<file path="config.mk">
export PLATFORM = sky130hd
export DESIGN_NAME = adc_sampling_clock_control
export DESIGN_NICKNAME = d
export VERILOG_FILES = /design/src/design/adc_clk_ctl_pkg.sv /design/src/design/adc_sampling_clock_control.sv /design/src/design/adc_clock_divider.sv
export SDC_FILE = /design/constraint.sdc
export NUM_CORES = 1
export LEC_CHECK = 0
export BUFFER_PORTS_ARGS = -buffer_cell sky130_fd_sc_hd__buf_4
export CAP_MARGIN = 10
export CELL_PAD_IN_SITES_DETAIL_PLACEMENT = 1
export CELL_PAD_IN_SITES_GLOBAL_PLACEMENT = 2
export CORE_UTILIZATION = 23
export DETAILED_ROUTE_END_ITERATION = 7
export MAX_ROUTING_LAYER = met4
export PLACE_DENSITY = 0.83
export SLEW_MARGIN = 15
export SYNTH_ARGS = -nofsm -noshare
export SYNTH_HDL_FRONTEND = slang
export SYNTH_SLANG_ARGS = --single-unit
</file>
<file path="constraint.sdc">
create_clock -name core_clk_in -period 1.7 [get_ports core_clk_in]
set_clock_uncertainty 0.1 [all_clocks]
set_input_delay 0.17 -clock core_clk_in [delete_from_list [all_inputs] [get_ports core_clk_in]]
set_output_delay 0.17 -clock core_clk_in [all_outputs]
set_load 0.02 [all_outputs]
</file>
<file path="src/design/adc_clk_ctl_pkg.sv">
`default_nettype none
package adc_clk_ctl_pkg;

   // bus geometry
   localparam int ADDR_W      = 4;       // byte address bits
   localparam int DATA_W      = 32;      // avalon data width
   localparam int CTL_W       = 16;      // control register width

   // register byte offsets, one aligned word each
   localparam logic [ADDR_W-1:0] OFF_SAMPLE_CTL = 4'h0;
   localparam logic [ADDR_W-1:0] OFF_RUN_CTL    = 4'h4;

   // sampling_clock_sequence_control field positions
   localparam int POS_TRIG_LSB = 10;     // sample_trigger_source
   localparam int POS_PULSE    = 9;      // sample_pulse_mode
   localparam int POS_INVERT   = 8;      // sample_input_invert
   localparam int POS_DIV_LSB  = 5;      // conv_clock_divider
   localparam int POS_CSRC_LSB = 3;      // conv_clock_source
   localparam int POS_SEQ_LSB  = 1;      // sequence_mode_select
   localparam int POS_BUSY     = 0;      // converter_busy_flag

   // run control word field positions
   localparam int POS_START    = 0;      // software_start_bit
   localparam int POS_ENABLE   = 1;      // conversion_enable_bit

   // reset values, all fields clear
   localparam logic [1:0] RST_TRIG   = 2'h0;
   localparam logic       RST_PULSE  = 1'h0;
   localparam logic       RST_INVERT = 1'h0;
   localparam logic [2:0] RST_DIV    = 3'h0;
   localparam logic [1:0] RST_CSRC   = 2'h0;
   localparam logic [1:0] RST_SEQ    = 2'h0;
   localparam logic       RST_ENABLE = 1'h0;
   localparam logic       RST_START  = 1'h0;

   // trigger source encodings
   localparam logic [1:0] TRIG_SOFT  = 2'h0;
   localparam logic [1:0] TRIG_TMR0  = 2'h1;
   localparam logic [1:0] TRIG_TMR1  = 2'h2;
   localparam logic [1:0] TRIG_TMR2  = 2'h3;

   // clock source encodings, both upper codes give master
   localparam logic [1:0] CSRC_OSC   = 2'h0;
   localparam logic [1:0] CSRC_AUX   = 2'h1;

   // sequence modes
   localparam logic [1:0] SEQ_SINGLE     = 2'h0;
   localparam logic [1:0] SEQ_SEQUENCE   = 2'h1;
   localparam logic [1:0] SEQ_REPEAT_ONE = 2'h2;
   localparam logic [1:0] SEQ_REPEAT_SEQ = 2'h3;

   // divider width
   localparam int DIV_W = 3;

endpackage
`default_nettype wire

</file>
<file path="src/design/adc_sampling_clock_control.sv">
`timescale 1ns/1ps
`default_nettype none
module adc_sampling_clock_control
   import adc_clk_ctl_pkg::*;
#(
   parameter int N_TIMER_TRIG = 3             // timer trigger inputs
) (
   // core clock and reset
   input  wire logic              core_clk_in,
   input  wire logic              arst_n_in,
   // avalon-mm slave
   // one wait state on every access, no bursts
   input  wire logic [ADDR_W-1:0] avs_address_in,
   input  wire logic              avs_read_in,
   input  wire logic              avs_write_in,
   input  wire logic [DATA_W-1:0] avs_writedata_in,
   input  wire logic [3:0]        avs_byteenable_in,
   output logic [DATA_W-1:0]      avs_readdata_out,
   output logic                   avs_waitrequest_out,
   // trigger and clock sources
   // levels, taken as synchronous to core_clk_in
   input  wire logic [N_TIMER_TRIG-1:0] timer_trigger_in,
   input  wire logic              sampling_timer_in,
   input  wire logic              module_oscillator_clock_in,
   input  wire logic              aux_clock_in,
   input  wire logic              subsystem_master_clock_in,
   input  wire logic              converter_active_in,
   // toward the converter
   // every output here leaves a flop
   output logic                   sample_input_out,
   output logic                   sampling_window_signal_out,
   output logic                   converter_clock_out,
   output logic [1:0]             sequence_mode_select_out,
   output logic                   conversion_enable_bit_out
);

   ////////////////////////////////////////////////////////////////////
   // elaboration checks
   // refused before any cycle runs; the trigger mux
   // below is written out for exactly three timers,
   // and a wider set would need a wider field as well
   if (N_TIMER_TRIG != 3) begin : g_bad_trig
      $error("exactly three timer triggers are supported");
   end

   ////////////////////////////////////////////////////////////////////
   // configuration state
   // all fields reset to zero and sit in plain flops,
   // so a rewrite reaches the datapath next cycle
   logic [1:0] sample_trigger_source;         // sample input select
   logic       sample_pulse_mode;             // window source
   logic       sample_input_invert;           // sample polarity
   logic [2:0] conv_clock_divider;            // divide minus one
   logic [1:0] conv_clock_source;             // clock mux select
   logic [1:0] sequence_mode_select;          // conversion pattern
   logic       conversion_enable_bit;         // locks the fields
   logic       software_start_bit;            // self clearing start
   logic       converter_busy_flag;           // registered busy

   // bus handshake state
   logic              ack;                    // answer cycle flag
   logic [DATA_W-1:0] rdata;                  // registered read data

   // output registers
   logic sample_q;                            // registered sample input
   logic window_q;                            // registered window

   ////////////////////////////////////////////////////////////////////
   // bus decode
   // handshake in short:
   //   cycle 0: request seen, waitrequest high
   //   cycle 1: waitrequest low, write lands at its end
   //   cycle 2: master free for the next request
   //   a new request may follow with no idle cycle
   // read data are loaded at the end of cycle 0, so
   // they stand for the whole of cycle 1
   wire req        = avs_read_in | avs_write_in;
   // the one wait cycle gives the read mux a full period
   wire wait_req   = req & ~ack;
   wire wr_take    = avs_write_in & ack;      // write lands here
   wire hit_sample = (avs_address_in == OFF_SAMPLE_CTL);
   wire hit_run    = (avs_address_in == OFF_RUN_CTL);
   wire be_lo      = avs_byteenable_in[0];    // bits 7..0
   wire be_hi      = avs_byteenable_in[1];    // bits 15..8

   // lanes 2 and 3 carry nothing; a write with neither
   // low lane set is a silent no-op

   // field writes pass only while conversions are disabled
   // a locked write is dropped with no error status, so
   // software must clear enable first and then rewrite
   wire cfg_open   = ~conversion_enable_bit;
   wire wr_cfg_lo  = wr_take & hit_sample & be_lo & cfg_open;
   wire wr_cfg_hi  = wr_take & hit_sample & be_hi & cfg_open;
   wire wr_run     = wr_take & hit_run & be_lo;

   // new enable value and start request from the run word
   wire wr_enable  = avs_writedata_in[POS_ENABLE];
   wire wr_start   = avs_writedata_in[POS_START];

   ////////////////////////////////////////////////////////////////////
   // read mux
   // reserved upper nibble and upper half word stay zero
   // the run word holds two bits; the rest of it and
   // every unmapped word read zero
   wire [CTL_W-1:0] sample_word = {
      4'h0,
      sample_trigger_source,
      sample_pulse_mode,
      sample_input_invert,
      conv_clock_divider,
      conv_clock_source,
      sequence_mode_select,
      converter_busy_flag
   };
   wire [DATA_W-1:0] run_word = {
      30'h0,
      conversion_enable_bit,
      software_start_bit
   };
   wire [DATA_W-1:0] read_mux =
      hit_sample ? {16'h0, sample_word} :
      hit_run    ? run_word             :
                   32'h0;               // unmapped reads zero

   ////////////////////////////////////////////////////////////////////
   // handshake: one wait cycle, then answer
   // ack never stays high two cycles running, so a held
   // request cannot be answered twice
   always_ff @(posedge core_clk_in or negedge arst_n_in) begin
      if (!arst_n_in) begin
         ack <= 1'b0;
      end else begin
         ack <= wait_req;                     // pulse for one cycle
      end
   end

   // read data registered on the cycle before the answer
   // loaded once per read; it holds until the next read,
   // so a late look still sees the same word
   always_ff @(posedge core_clk_in or negedge arst_n_in) begin
      if (!arst_n_in) begin
         rdata <= 32'h0;
      end else if (avs_read_in & ~ack) begin
         rdata <= read_mux;
      end
   end

   ////////////////////////////////////////////////////////////////////
   // high byte: trigger source, pulse mode, invert
   // bits 15..12 have no storage, writes there vanish
   // lane 1 alone updates this byte, so lane 0 may carry
   // a divider change in the same write or not at all
   always_ff @(posedge core_clk_in or negedge arst_n_in) begin
      if (!arst_n_in) begin
         sample_trigger_source <= RST_TRIG;
         sample_pulse_mode     <= RST_PULSE;
         sample_input_invert   <= RST_INVERT;
      end else if (wr_cfg_hi) begin
         sample_trigger_source <=
            avs_writedata_in[POS_TRIG_LSB +: 2];
         sample_pulse_mode     <= avs_writedata_in[POS_PULSE];
         sample_input_invert   <= avs_writedata_in[POS_INVERT];
      end
   end

   // low byte: divider, clock source, sequence mode
   // busy bit 0 has no storage behind the bus
   // writing bit 0 is harmless: the busy flag has its own
   // process and never listens to the bus
   always_ff @(posedge core_clk_in or negedge arst_n_in) begin
      if (!arst_n_in) begin
         conv_clock_divider   <= RST_DIV;
         conv_clock_source    <= RST_CSRC;
         sequence_mode_select <= RST_SEQ;
      end else if (wr_cfg_lo) begin
         conv_clock_divider   <=
            avs_writedata_in[POS_DIV_LSB +: 3];
         conv_clock_source    <=
            avs_writedata_in[POS_CSRC_LSB +: 2];
         sequence_mode_select <=
            avs_writedata_in[POS_SEQ_LSB +: 2];
      end
   end

   ////////////////////////////////////////////////////////////////////
   // run control: enable and software start
   // enable itself is never locked, or software could
   // not leave the locked state again
   // a run write lands with the timing of a field write
   // a start is taken on the cycle it is seen with enable high
   wire start_taken = software_start_bit & conversion_enable_bit;
   // start may ride the same write that sets enable
   wire start_set   = wr_run & wr_start & wr_enable;

   always_ff @(posedge core_clk_in or negedge arst_n_in) begin
      if (!arst_n_in) begin
         conversion_enable_bit <= RST_ENABLE;
      end else if (wr_run) begin
         // clearing enable reopens the fields next cycle,
         // no wait for a conversion in flight
         conversion_enable_bit <= wr_enable;
      end
   end

   // set wins over the automatic clear
   // a start left pending with enable low would fire
   // later unasked, so dropping enable drops it too
   always_ff @(posedge core_clk_in or negedge arst_n_in) begin
      if (!arst_n_in) begin
         software_start_bit <= RST_START;
      end else if (start_set) begin
         software_start_bit <= 1'b1;
      end else if (start_taken | ~conversion_enable_bit) begin
         software_start_bit <= 1'b0;
      end
   end

   ////////////////////////////////////////////////////////////////////
   // sample input selection and polarity
   // timer triggers are taken as already synchronous;
   // one from another clock domain must be synchronised
   // before it reaches this block
   // the software start feeds the mux as the taken
   // pulse, so it reaches the sample input for one cycle
   // fields drive the mux straight from storage, so a
   // rewrite acts on the very next cycle
   wire trig_raw =
      (sample_trigger_source == TRIG_SOFT) ? start_taken :
      (sample_trigger_source == TRIG_TMR0) ? timer_trigger_in[0] :
      (sample_trigger_source == TRIG_TMR1) ? timer_trigger_in[1] :
                                             timer_trigger_in[2];
   wire sample_input = trig_raw ^ sample_input_invert;

   // window: direct sample input or the sampling timer
   // in pulse mode the sampling timer owns the window and
   // the sample input only serves to start that timer
   wire window_next  = sample_pulse_mode ? sampling_timer_in
                                         : sample_input;

   always_ff @(posedge core_clk_in or negedge arst_n_in) begin
      if (!arst_n_in) begin
         sample_q <= 1'b0;
         window_q <= 1'b0;
      end else begin
         sample_q <= sample_input;
         window_q <= window_next;
      end
   end

   ////////////////////////////////////////////////////////////////////
   // busy: window open or converter still working
   // limitation: relies on converter_active_in for the
   // sequence and conversion part of the operation
   // busy lags the window by one more cycle, so a read
   // right after a start may still show the block idle
   wire busy_next = window_q | converter_active_in;

   always_ff @(posedge core_clk_in or negedge arst_n_in) begin
      if (!arst_n_in) begin
         converter_busy_flag <= 1'b0;
      end else begin
         converter_busy_flag <= busy_next;
      end
   end

   ////////////////////////////////////////////////////////////////////
   // converter clock: source mux, then divider
   // sources are slow levels sampled on the core clock, so
   // each must stay below half the core rate
   // a source swap can cut or stretch one divided period,
   // as the edge detect sees the new level at once
   // the divided clock is a one-cycle pulse, not a real
   // clock: the converter stays on the core clock and
   // counts each pulse as one converter clock period
   wire clk_src_level =
      (conv_clock_source == CSRC_OSC) ? module_oscillator_clock_in :
      (conv_clock_source == CSRC_AUX) ? aux_clock_in :
                                        subsystem_master_clock_in;

   adc_clock_divider #(
      .W            (DIV_W)
   ) u_div (
      .core_clk_in  (core_clk_in),
      .arst_n_in    (arst_n_in),
      .src_level_in (clk_src_level),
      .div_in       (conv_clock_divider),
      .tick_out     (converter_clock_out)
   );

   ////////////////////////////////////////////////////////////////////
   // outputs
   // waitrequest is the one output not taken from a flop,
   // so the master sees the wait state in cycle 0
   assign avs_waitrequest_out        = wait_req;
   assign avs_readdata_out           = rdata;
   assign sample_input_out           = sample_q;
   assign sampling_window_signal_out = window_q;
   assign sequence_mode_select_out   = sequence_mode_select;
   assign conversion_enable_bit_out  = conversion_enable_bit;

endmodule
`default_nettype wire

</file>
<file path="src/design/adc_clock_divider.sv">
`timescale 1ns/1ps
`default_nettype none
module adc_clock_divider
   import adc_clk_ctl_pkg::*;
#(
   parameter int W = DIV_W                  // divider field width
) (
   input  wire logic         core_clk_in,   // core clock
   input  wire logic         arst_n_in,     // async reset, low
   input  wire logic         src_level_in,  // selected source level
   input  wire logic [W-1:0] div_in,        // divide by value plus one
   output logic              tick_out       // one pulse per period
);

   // refused at elaboration
   if (W < 1 || W > 8) begin : g_bad_width
      $error("divider width out of range");
   end

   logic         src_q;                     // previous source level
   logic [W-1:0] count;                     // source edges seen
   logic         tick;                      // divided clock pulse
   wire          src_rise = src_level_in & ~src_q;
   // a shrunken divider must not strand the count above it
   wire          wrap     = (count >= div_in);

   ////////////////////////////////////////////////////////////////////
   // edge detect on the selected source
   always_ff @(posedge core_clk_in or negedge arst_n_in) begin
      if (!arst_n_in) begin
         src_q <= 1'b0;
      end else begin
         src_q <= src_level_in;
      end
   end

   ////////////////////////////////////////////////////////////////////
   // count source edges, emit one tick per div_in+1 edges
   always_ff @(posedge core_clk_in or negedge arst_n_in) begin
      if (!arst_n_in) begin
         count <= '0;
         tick  <= 1'b0;
      end else begin
         tick <= src_rise & wrap;
         if (src_rise) begin
            count <= wrap ? '0 : count + W'(1);
         end
      end
   end

   assign tick_out = tick;

endmodule
`default_nettype wire

</file>
# After elaboration in Yosys (flattened, before gate mapping)
# Index checks and enable logic that the tools add are counted.
# W data, S select, Z words.
# op_classes
div	0
bitwise_logic	22
n_reduce_logical	4
magnitude_cmp	1
n_eq_ne	4
shifts	0
addsub	1
multipliers	0
n_mux	11
# ops
op	n
$and A1 B1 Y1	15
$mux W12	1
$mux W1	8
$eq A2 B1 Y1 const B	2
$eq A4 B3 Y1 const B	1
$logic_not A2 Y1	2
$logic_not A4 Y1	1
$add A3 B1 Y3 const B	1
$ge A3 B3 Y1	1
$mux W3	1
$not A1 Y1	3
$or A1 B1 Y1	3
$eq A2 B2 Y1 const B	1
$mux W2	1
$reduce_bool A2 Y1	1
$xor A1 B1 Y1	1
# word_totals
ramBits	0
mem_count	0
romBits	0
output_inout_bits	39
wordCells	59
latchBits	0
regBits	54
input_bits	52

# Logic depth before layout (Yosys ltp)
# Gate-level depths: netlist (run 1).
# depth
depth_word	6
mapped_depth	6
mapped_depth_nobuf	6

# Modules after synthesis
# A second synthesis (run 1) with hierarchy kept.
# hier_totals
hier_cells	137
area_unflattened_um2	1665.3
# by_module_without_submodules
mod	area_each_um2	cells_each	seq_area_each_um2	n_inst
adc_sampling_clock_control	1356.3	109	725.7	1
adc_clock_divider	309.0	28	125.1	1

# Least setup slack after synthesis (run 1)
# Ideal clock, no wire load.
# synth_path
kind	register to register
start	register conversion_enable_bit (netlist: conversion_enable_bit_out)
end	register window_q (netlist: sampling_window_signal_out)
setup_time_ns	0.125
stages_incl_launch_ff	5
n_path_buf	0
period_less_slack_ns	1.765
arrival_time_ns	1.540
t_required_ns	1.475
path_slack_ns	-0.065
path_cell_list	dfrtp_1 > and2_0 > mux4_2 > xor2_1 > mux2_2
# synth_between
elab_chain_cells	4
# synth_lines
item	line_no	source
start: declaration	adc_sampling_clock_control.sv:56	logic conversion_enable_bit;
start signal: assignment	adc_sampling_clock_control.sv:202	conversion_enable_bit <= wr_enable;
$and A1 B1 Y1	adc_sampling_clock_control.sv:192	wire start_taken = software_start_bit & conversion_enable_bit;
$mux W1	adc_sampling_clock_control.sv:229	(sample_trigger_source == TRIG_SOFT) ? start_taken :
$xor A1 B1 Y1	adc_sampling_clock_control.sv:233	wire sample_input = trig_raw ^ sample_input_invert;
named net sample_input	adc_sampling_clock_control.sv:233	
$mux W1	adc_sampling_clock_control.sv:238	wire window_next = sample_pulse_mode ? sampling_timer_in
named net window_next	adc_sampling_clock_control.sv:238	
end signal: assignment	adc_sampling_clock_control.sv:247	window_q <= window_next;
end: declaration	adc_sampling_clock_control.sv:66	logic window_q;
# The timed path passes the listed nets, and every way through them passes these cells.
# A chain may end at the register's enable or synchronous reset.

# Final worst setup path (run 1)
# Same ends and word-level chain as after synthesis.

==> results.md, run 1 <==
* Max VDD drop at 0.0002782 V
* Worst setup path endpoint: sampling_window_signal_out
* Htree depth at 2
* Crit end category: flip-flop
* Hold Vio Cnt, Final at 0
* CP max stage delay at 460 ps
* Total power at between 2 and 2.5 mW
* Post-Syn Area per Cell at between 10 and 15 sq um
* Synth top area cells: dfrtp_1 52%, buf_4 9.2%, a22o_1 5.4%
* Routability cong. at 0.6974
* Area fraction of the dominant cell type after synthesis at a little over half
* GRT Total Usage at approximately a tenth
* CP Cell Sequence: and2_1 > mux4_2 > xor2_1 > mux2_2
* Die width at 86.10 microns
* Layout cells sized above 1 at 41.50%
* Yosys warns at 0
* Max-slew violations at 0
* Capturing point of the worst reg2reg path: sampling_window_signal_out
* Reg power frac at between 40% and 50%
* DR DRC count at 0
* Clock slew at reported path FFs at 70 ps
* Die Area at approximately 7400 sq um
* Cell Pwr Density at 994.9 nW/um^2
* R2R setup slack at 50 ps
* Synth-to-Final Area Change at 37.77%
* Crit. path cell count at 4
* Crit-path max FO at 2
* DRT antenna net count at 0
* Initial Utilization at 23.94%
* CP startpoint: conversion_enable_bit_out
* Clk Latency, worst-skew pair at 280 ps
* Vias in the first global route at 1,171
* Boundary Pins at about 90
* Drt initial violations at 33
* WP buf/inv at 0
* Post-DP HPWL at 2736 microns
* CTS Sinks at 34
* Final worst-path cycle share at 96.97%
* Crit path DAT at 1720 ps
* TritonCTS Buffers at 5
* Die height at between 80 and 90 microns
* CTS tree: yes
* Diode count at 0
* Yosys reg bits at 34
* Syn Inst Count at between 100 and 150
* Most common cell after layout, fill and taps aside: buf_4
* CP max stage cell: mux4_2
* Fmax at a little over 600 MHz
* Avg WL per Cell at around 12 microns
* Total gr overflow at 0
* Status: finished, final reports clean
* Clk pwr share at 27.7%
* Total core area at around 6800 sq um
* Synth unique cells at 30
* Setup WS post-layout at about 52 ps
* CTS Buffer Depth at 2
* Initial antenna violation count at 0
* Worst Setup Start Kind: flip-flop
* # rows at 30
* R2r startpoint: conversion_enable_bit_out
* Fin nets at 255
* Routed vias/inst at 3.922
* Final wirelength at around 3600 microns
* Setup Viol. Count Final at 0
* First-pass GRT wire length at about 5800 microns
* Finished Core Util at 32.98%
* P_leak at between 1 and 1.5 nW
* Pre-Repair DR Iteration Count at 4
* Routed vias at 1,161
* Most frequent cells in the layout: 57 x buf_4, 33 x dfrtp_1, 20 x conb_1
* Comb power frac at between 20% and 30%
* Place WS at about 23 ps
* Switching share of power at a little under a third
* Clock Root Buffer: clkbuf_8
* Cell count of the worst reg-to-reg path at 4
* Power Internal at ~1.5 mW
* Switch Pwr at 688.5 uW
* Max Cap Viol at 0
* Crit-path leading delay family: multiplexers
* Post-synthesis sequential area ratio at between 50% and 60%
* Port bufs at 48
* Synthesized cell area at between 1500 and 2000 sq um
* Largest net degree at the start of global routing at 35
* Cell type with the largest total area after synthesis: dfrtp_1
* HP Class: input pin to flip-flop
* Critical Path RT at 1770 ps
* Fin crit period at approximately 1600 ps
* Setup CP Type: flip-flop to flip-flop
[per-layer routing]
| layer | wire (microns) | up-vias | share of wire [%] | GRT usage (%) |
|---|---|---|---|---|
| met2 | 1782 | 46 | 49 | 17.10 |
| met3 | 254 | 7 | 7.0 | 3.080 |
| met4 | 78 | 0 | 2.1 | 5.000 |
| li1 | - | 548 | - | - |
| met5 | 0 | - | 0 | - |
| met1 | 1519 | 560 | 42 | 11.86 |
[power groups by stage]
stage / sequential (mW) / clock (mW) / combinational (mW)
finish: 1.01 / 0.617 / 0.607
global route: 1.02 / 0.681 / 0.667
CTS: 1.01 / 0.649 / 0.560
detailed placement: 1.03 / 0 / 0.551
global placement: 1.02 / 0 / 0.533
floorplan: 1.06 / 0 / 0.329
[flip-flops by register name (all words and copies together), names as in the netlist]
signal	count
u_div.tick_out	1
u_div.count	3
sampling_window_signal_out	1
converter_busy_flag	1
u_div.src_q	1
avs_readdata_out	12
ack	1
conversion_enable_bit_out	1
sample_pulse_mode	1
sample_input_out	1
sample_trigger_source	2
sample_input_invert	1
software_start_bit	1
sequence_mode_select_out	2
conv_clock_source	2
conv_clock_divider	3
[cells in the mapped netlist]
cell / instances
mux2i_1: 3
nand2_1: 11
mux4_2: 1
ha_1: 4
nor2_1: 5
a22o_1: 10
dfrtp_1: 34
nor4_4: 2
nand2b_1: 3
a31oi_1: 1
buf_4: 20
a21o_1: 1
o31ai_1: 2
and2_0: 1
nand3_1: 2
buf_6: 1
mux2_2: 6
xor2_1: 1
or3_4: 1
a211o_1: 1
inv_1: 6
o21ai_0: 5
conb_1: 1
or2_2: 1
clkbuf_1: 3
mux2_4: 4
a21oi_1: 2
o22ai_1: 1
nor3_2: 1
nor2b_1: 1
[metrics by stage]
step / hold WS (ps) / cell area, sq um / std cells / setup TNS, ps
floorplan: -225.6 / 1699 / 154 / -5.365
global placement: 44.70 / 2087 / 283 / 0
detailed placement: 49.95 / 2087 / 283 / 0
CTS: 0.1442 / 2218 / 295 / 0
global route: 4.581 / 2241 / 296 / -5.402
finish: 6.816 / 2241 / 296 / 0
[what timing repair did]
action,CTS,global route
endpoints found under the hold margin,37,0
hold buffers,4,0
buffers inserted,0,1
endpoints found under the setup margin,0,4
resized for setup,0,3
[worst min-delay path by stage]
stage,start,endpoint,cells past startpoint
floorplan,arst_n_in,ack,0
global placement,arst_n_in,ack,1
detailed placement,arst_n_in,ack,1
CTS,avs_writedata_in[7],conv_clock_divider[2],3
global route,avs_writedata_in[2],sequence_mode_select_out[1],2
finish,avs_writedata_in[7],conv_clock_divider[2],3
[kinds of logic after synthesis]
kind of cell	share of synthesized area (%)
XOR/XNOR	0.5386
flip-flops	52.31
AO/OA/AOI/OAI	10.23
buffers and inverters	12.00
other	0.2305
adder cells (fa/ha/maj)	3.077
AND/OR/NAND/NOR	10.54
multiplexers	11.08
[final cells by class]
| type | count | area, sq um |
|---|---|---|
| flip-flops and latches | 34 | 852.1 |
| fillers | 758 | 4553 |
| repair buffers | 62 | 488.0 |
| inverters | 6 | 22.52 |
| clock buffers | 7 | 86.33 |
| multi-input cells | 90 | 666.9 |
| clock inverters | 1 | 5.005 |
| well taps | 96 | 120.1 |
[tightest hold or removal path, delay by kind of cell]
family	cells	cell delay (ps)
AO/OA/AOI/OAI	1	70
buffers and inverters	1	80
AND/OR/NAND/NOR	1	40
Note: power is estimated with default switching activity, not from simulation.
==> run 2, diff against run 1 <==
==> constraint.sdc (replaced) <==
create_clock -name core_clk_in -period 1.7 [get_ports core_clk_in]
set_clock_uncertainty 0.1 [all_clocks]
set_input_delay 0.51 -clock core_clk_in [delete_from_list [all_inputs] [get_ports core_clk_in]]
set_output_delay 0.51 -clock core_clk_in [all_outputs]
set_load 0.02 [all_outputs]
==> run 2 against run 1 <==
  * Hold slack improved by 62 ps
  * Wire length increased by 1.3%
  * First-iteration DRC count decreased by 61%
  * Non-clock buffer count decreased by 1
  * Worst setup slack got worse by 1.5 ps
  * Via count decreased by 0.52%
  * Register-to-register slack improved by 20 ps
  * Critical path type is now input pin to flip-flop
  * Cell count decreased by 0.34%
  * Sequential cell count unchanged
==> results.md, run 2 (synthesis results as in run 1) <==
* Initial antenna violation count at 0 (unchanged)
* Worst Setup Start Kind: input pin
* Die height at 86.10 microns (unchanged)
* Max reg flops at 12 (unchanged)
* Drt initial violations at 13 (-61%)
* Hold buffers post-CTS at 0 (-4)
* R2R setup slack at 70 ps (+20 ps)
* Switch Pwr at 705.6 uW (+2.5%)
* Final wirelength at 3682 microns (+1.3%)
* Setup TNS Final at 0 ps (unchanged)
* Initial Utilization at 23.94% (unchanged)
* Cell Pwr Density at 1037 nW/um^2 (+4.3%)
* Routed vias/inst at 3.915 (-0.18%)
* HP Class: input pin to asynchronous set/reset pin
* Fillcell total at 758 (unchanged)
* Diode count at 0 (unchanged)
* Most common cell after layout, fill and taps aside: buf_4
* Hold Vio Cnt, Final at 0 (unchanged)
* Synth-to-Final Area Change at 39.92%
* Comb power frac at 28.0% (+0.8 points)
* Total gr overflow at 0 (unchanged)
* Power Internal at 1.655 mW (+7.4%)
* Fmax at 606.1 MHz (about the same)
* CP max stage cell: or3_4
* Routed vias at 1,155 (-0.52%)
* Port bufs at 48 (unchanged)
* Fin nets at 254 (-0.39%)
* Pre-Repair DR Iteration Count at 4 (unchanged)
* Crit path DAT at 1720 ps (about the same)
* Capturing point of the worst reg2reg path: sampling_window_signal_out
* # rows at 30 (unchanged)
* Post-DP HPWL at 2873 microns (+5.0%)
* Clk Latency, worst-skew pair at 280 ps (about the same)
* Final worst-path cycle share at 97.06% (about the same)
* Hold_ws at 69.06 ps (+62.25 ps)
* Clock Root Buffer: clkbuf_8
* Clk pwr share at 29.0% (+1.3 points)
* Htree depth at 2 (unchanged)
* First-pass GRT wire length at 6127 microns (+6.5%)
* Crit end category: flip-flop
* Cell count of the worst reg-to-reg path at 4 (unchanged)
* Boundary Pins at 91 (unchanged)
* Layout cells sized above 1 at 44.72% (+3.2 points)
* Total core area at 6794 sq um (unchanged)
* CP startpoint: avs_address_in[0]
* P_leak at 1.133 nW (+0.84%)
* Setup CP Type: input pin to flip-flop
* DRT antenna net count at 0 (unchanged)
* Crit-path max FO at 5 (+3)
* Max Cap Viol at 0 (unchanged)
* Routability cong. at 0.7258 (+4.1%)
* Max VDD drop at 0.0005935 V (+110%)
* TritonCTS Buffers at 5 (unchanged)
* Largest net degree at the start of global routing at 35 (unchanged)
* Most frequent cells in the layout: 59 x buf_4, 33 x dfrtp_1, 20 x conb_1
* Max-slew violations at 0 (unchanged)
* CTS tree: yes
* Status: finished, final reports clean
* Setup Viol. Count Final at 0 (unchanged)
* Die Area at 7412 sq um (unchanged)
* Clock slew at reported path FFs at 70 ps (about the same)
* CTS Sinks at 34 (unchanged)
* Critical Path RT at 1770 ps (about the same)
* R2r startpoint: conversion_enable_bit_out
* Switching share of power at 29.89% (-1.0 points)
* CP max stage delay at 420 ps (-40 ps)
* GRT Total Usage at 11.32% (+0.81 points)
* DR DRC count at 0 (unchanged)
* CTS Buffer Depth at 2 (unchanged)
* Avg WL per Cell at 12.48 microns (+1.7%)
* CP Cell Sequence: buf_4 > or3_4 > nor4_4 > buf_12 > mux2_4
* Vias in the first global route at 1,242 (+6.1%)
* Reg power frac at 43.0% (-2.1 points)
* Die width at 86.10 microns (unchanged)
* Fin crit period at 1650 ps (+1.549 ps)
==> run 2: per-layer routing <==
layer  global-route usage (%)  vias up  share of wire [%]
met5                        -        -                  0
li1                         -      548                  -
met4                    3.636        0               0.87
met3                    3.080        6                6.1
met2                    18.18       45                 50
met1                    13.81      556                 43
==> run 2: worst max-delay path, delay by kind of cell <==
family	cells	cell delay [ps]
and+or+nand+nor	2	640
muxes	1	300
buffers and inverters	2	280
==> run 2: worst max path at each step <==
stage,endpoint,cells after the start
floorplan,sequence_mode_select_out[0],4
detailed placement,sample_input_invert,5
global route,u_div.count[2],6
finish,conv_clock_divider[0],5
global placement,sample_input_invert,5
CTS,u_div.count[2],6
==> run 2: area by class of cell <==
class	count	area, sq um	area share, %
flip-flops and latches	34	852.1	37.44
multi-input cells	90	696.9	30.62
repair buffers	61	474.2	20.84
well taps	96	120.1	5.278
clock buffers	8	110.1	4.838
inverters	6	22.52	0.9896
==> run 2: power by group through the flow <==
stage,clock [mW],sequential (mW),combinational [mW]
6_report,0.685,1.01,0.661
3_5_place_dp,0,1.03,0.566
4_1_cts,0.715,1.01,0.583
5_1_grt,0.760,1.03,0.737
2_1_floorplan,0,1.06,0.335
3_3_place_gp,0,1.02,0.543
==> run 2: timing repair <==
action	in CTS	in global routing
setup endpoints to repair	2	8
setup buffers	1	1
resized for setup	1	5
gates cloned	0	0
pin swaps	2	1
==> run 2: stage by stage <==
step | instances | cell area (sq um) | power (mW) | worst slack, ps | util (%)
2_1_floorplan | 154 | 1710 | 1.392 | -270.7 | -
3_3_place_gp | 285 | 2113 | 1.565 | -303.4 | 31.11
3_5_place_dp | 285 | 2113 | 1.594 | -322.3 | 31.11
4_1_cts | 294 | 2237 | 2.312 | 28.39 | 32.93
5_1_grt | 295 | 2276 | 2.529 | -1.324 | 33.50
6_report | 295 | 2276 | 2.361 | 50.04 | 33.50
==> run 3, diff against run 2 <==
SETUP_SLACK_MARGIN = 0.3   (was default)
==> run 3 against run 2 <==
  * Cell count rose by 7.1%
  * First-iteration DRC count rose by 110%
  * Sequential share of layout area fell by 4.4 points
  * Worst setup slack got worse by 16 ps
  * Core utilization rose by 4.4 points
  * Combinational power rose by 31%
  * Wire length rose by 8.7%
  * Register-to-register slack got worse by 40 ps
  * Total power rose by 3.8%
  * Non-clock buffer count rose by 21
  * Count of clock-buffer cells in the layout did not move
  * Die area did not move
==> results.md, run 3 (synthesis results as in run 1) <==
* Die Area at 7412 sq um (unchanged)
* Routed vias at 1,257 (+8.8%)
* Clk Latency, worst-skew pair at 290 ps (about the same)
* Clock slew at reported path FFs at 70 ps (about the same)
* Synth-to-Final Area Change at 58.38%
* Drt initial violations at 27 (+14)
* Vias in the first global route at 1,351 (+8.8%)
* Htree depth at 2 (unchanged)
* Total core area at 6794 sq um (unchanged)
* Setup Viol. Count Final at 0 (unchanged)
* Crit-path max FO at 2 (-3)
* Fmax at 600.1 MHz (-0.98%)
* P_leak at 1.289 nW (+14%)
* CTS Buffer Depth at 2 (unchanged)
* Cell Pwr Density at 951.5 nW/um^2 (-8.3%)
* R2r startpoint: conversion_enable_bit_out
* Pre-Repair DR Iteration Count at 4 (unchanged)
* Total gr overflow at 0 (unchanged)
* Avg WL per Cell at 12.66 microns (+1.5%)
* Cells after DPL at 286 (+0.35%)
* Max reg flops at 12 (unchanged)
* Die height at 86.10 microns (unchanged)
* Crit end category: flip-flop
* Largest net degree at the start of global routing at 35 (unchanged)
* Diode count at 0 (unchanged)
* DR DRC count at 0 (unchanged)
* GRT Total Usage at 11.30% (-0.028 points)
* CTS tree: yes
* CTS Sinks at 34 (unchanged)
* Max-slew violations at 0 (unchanged)
* Setup CP Type: flip-flop to flip-flop
* Reg area at 852.1 sq um (unchanged)
* Worst Setup Start Kind: flip-flop
* Setup TNS Final at 0 ps (unchanged)
* Initial antenna violation count at 0 (unchanged)
* Routed vias/inst at 3.978 (+1.6%)
* Post-DP HPWL at 2821 microns (-1.8%)
* Crit path DAT at 1740 ps (+20 ps)
* Most common cell after layout, fill and taps aside: buf_4
* Multi-input combinational cell area at 777.0 sq um (+11%)
* CP Cell Sequence: and2_0 > mux4_2 > xor2_2 > mux2_2
* Hold_ws at 71.80 ps (+2.740 ps)
* Port bufs at 48 (unchanged)
* Most frequent cells in the layout: 54 x buf_4, 33 x dfrtp_1, 27 x buf_6
* Clock Root Buffer: clkbuf_8
* DRT antenna net count at 0 (unchanged)
* CP max stage cell: mux4_2
* TritonCTS Buffers at 5 (unchanged)
* Hold Vio Cnt, Final at 0 (unchanged)
* Fillcell total at 730 (-3.7%)
* Final worst-path cycle share at 98.02% (+0.96 points)
* Crit-path leading delay family: multiplexers
* R2R setup slack at 30 ps (-40 ps)
* Die width at 86.10 microns (unchanged)
* First-pass GRT wire length at 6244 microns (+1.9%)
* Routability cong. at 0.6710 (-7.6%)
* RSZ-0062 raised after global routing: yes
* HP Class: input pin to asynchronous set/reset pin
* Max Cap Viol at 0 (unchanged)
* CP max stage delay at 490 ps (+70 ps)
* Fin crit period at 1666 ps (+16.31 ps)
* Fin nets at 275 (+8.3%)
* Max VDD drop at 0.0002673 V (-55%)
* Status: finished, final reports clean
* Critical Path RT at 1780 ps (about the same)
* Layout cells sized above 1 at 55.45% (+11 points)
* Capturing point of the worst reg2reg path: sampling_window_signal_out
* Final wirelength at 4002 microns (+8.7%)
* Cell count of the worst reg-to-reg path at 4 (unchanged)
* Initial Utilization at 23.94% (unchanged)
* WP buf/inv at 0 (-2)
* Boundary Pins at 91 (unchanged)
* # rows at 30 (unchanged)
* Post-Layout Cell Count at 316 (+7.1%)
## run 3: cell count changes in the layout (fill, tap and decap cells not counted), sizes merged
cell,change
buf,+21
## run 3: how the worst max path moves through the flow
stage / start / end / slack (ps) / depth (start not counted)
final: conversion_enable_bit_out / sampling_window_signal_out / 30 / 4
after global routing: conversion_enable_bit_out / sampling_window_signal_out / -10 / 4
after CTS: conversion_enable_bit_out / sampling_window_signal_out / 30 / 4
after detailed placement: avs_address_in[3] / sample_input_invert / -310 / 5
after global placement: avs_address_in[3] / sample_input_invert / -320 / 5
after floorplan: avs_address_in[3] / sequence_mode_select_out[0] / -270 / 4
## run 3: timing repair
item / CTS / global route
pin swaps: 11 / 1
hold buffers: 0 / 0
setup buffers: 15 / 7
gates resized for setup: 40 / 16
endpoints found under the setup margin: 48 / 49
## run 3: layout make-up
cell class              instances  area share (%)
repair buffers                 82           28.12
multi-input cells              90           30.16
well taps                      96           4.662
inverters                       6          0.8742
clock buffers                   8           3.108
flip-flops and latches         34           33.07
## run 3: stage by stage
step / instance area [sq um] / power (mW) / setup WS, ps / utilization (%)
after floorplan: 1720 / 1.412 / -270.4 / -
after global placement: 2118 / 1.576 / -324.4 / 31.18
after detailed placement: 2118 / 1.598 / -309.8 / 31.18
after CTS: 2461 / 2.395 / 28.94 / 36.22
after global routing: 2576 / 2.606 / -11.00 / 37.92
final: 2576 / 2.451 / 33.73 / 37.92
## run 3: power breakdown
group	switching, mW	total, mW	internal (mW)
Sequential	0.0874	1.02	0.928
Combinational	0.402	0.868	0.466
Clock	0.277	0.567	0.291
Total	0.766	2.45	1.69
## run 3: routing by layer
layer  GRT usage [%]  routed length, microns  vias up
met3           2.695                     240        5
met1           12.28                    1592      615
met2           19.99                    2116       47
li1                -                       -      590
met4           4.091                      53        0
met5               -                       0        -
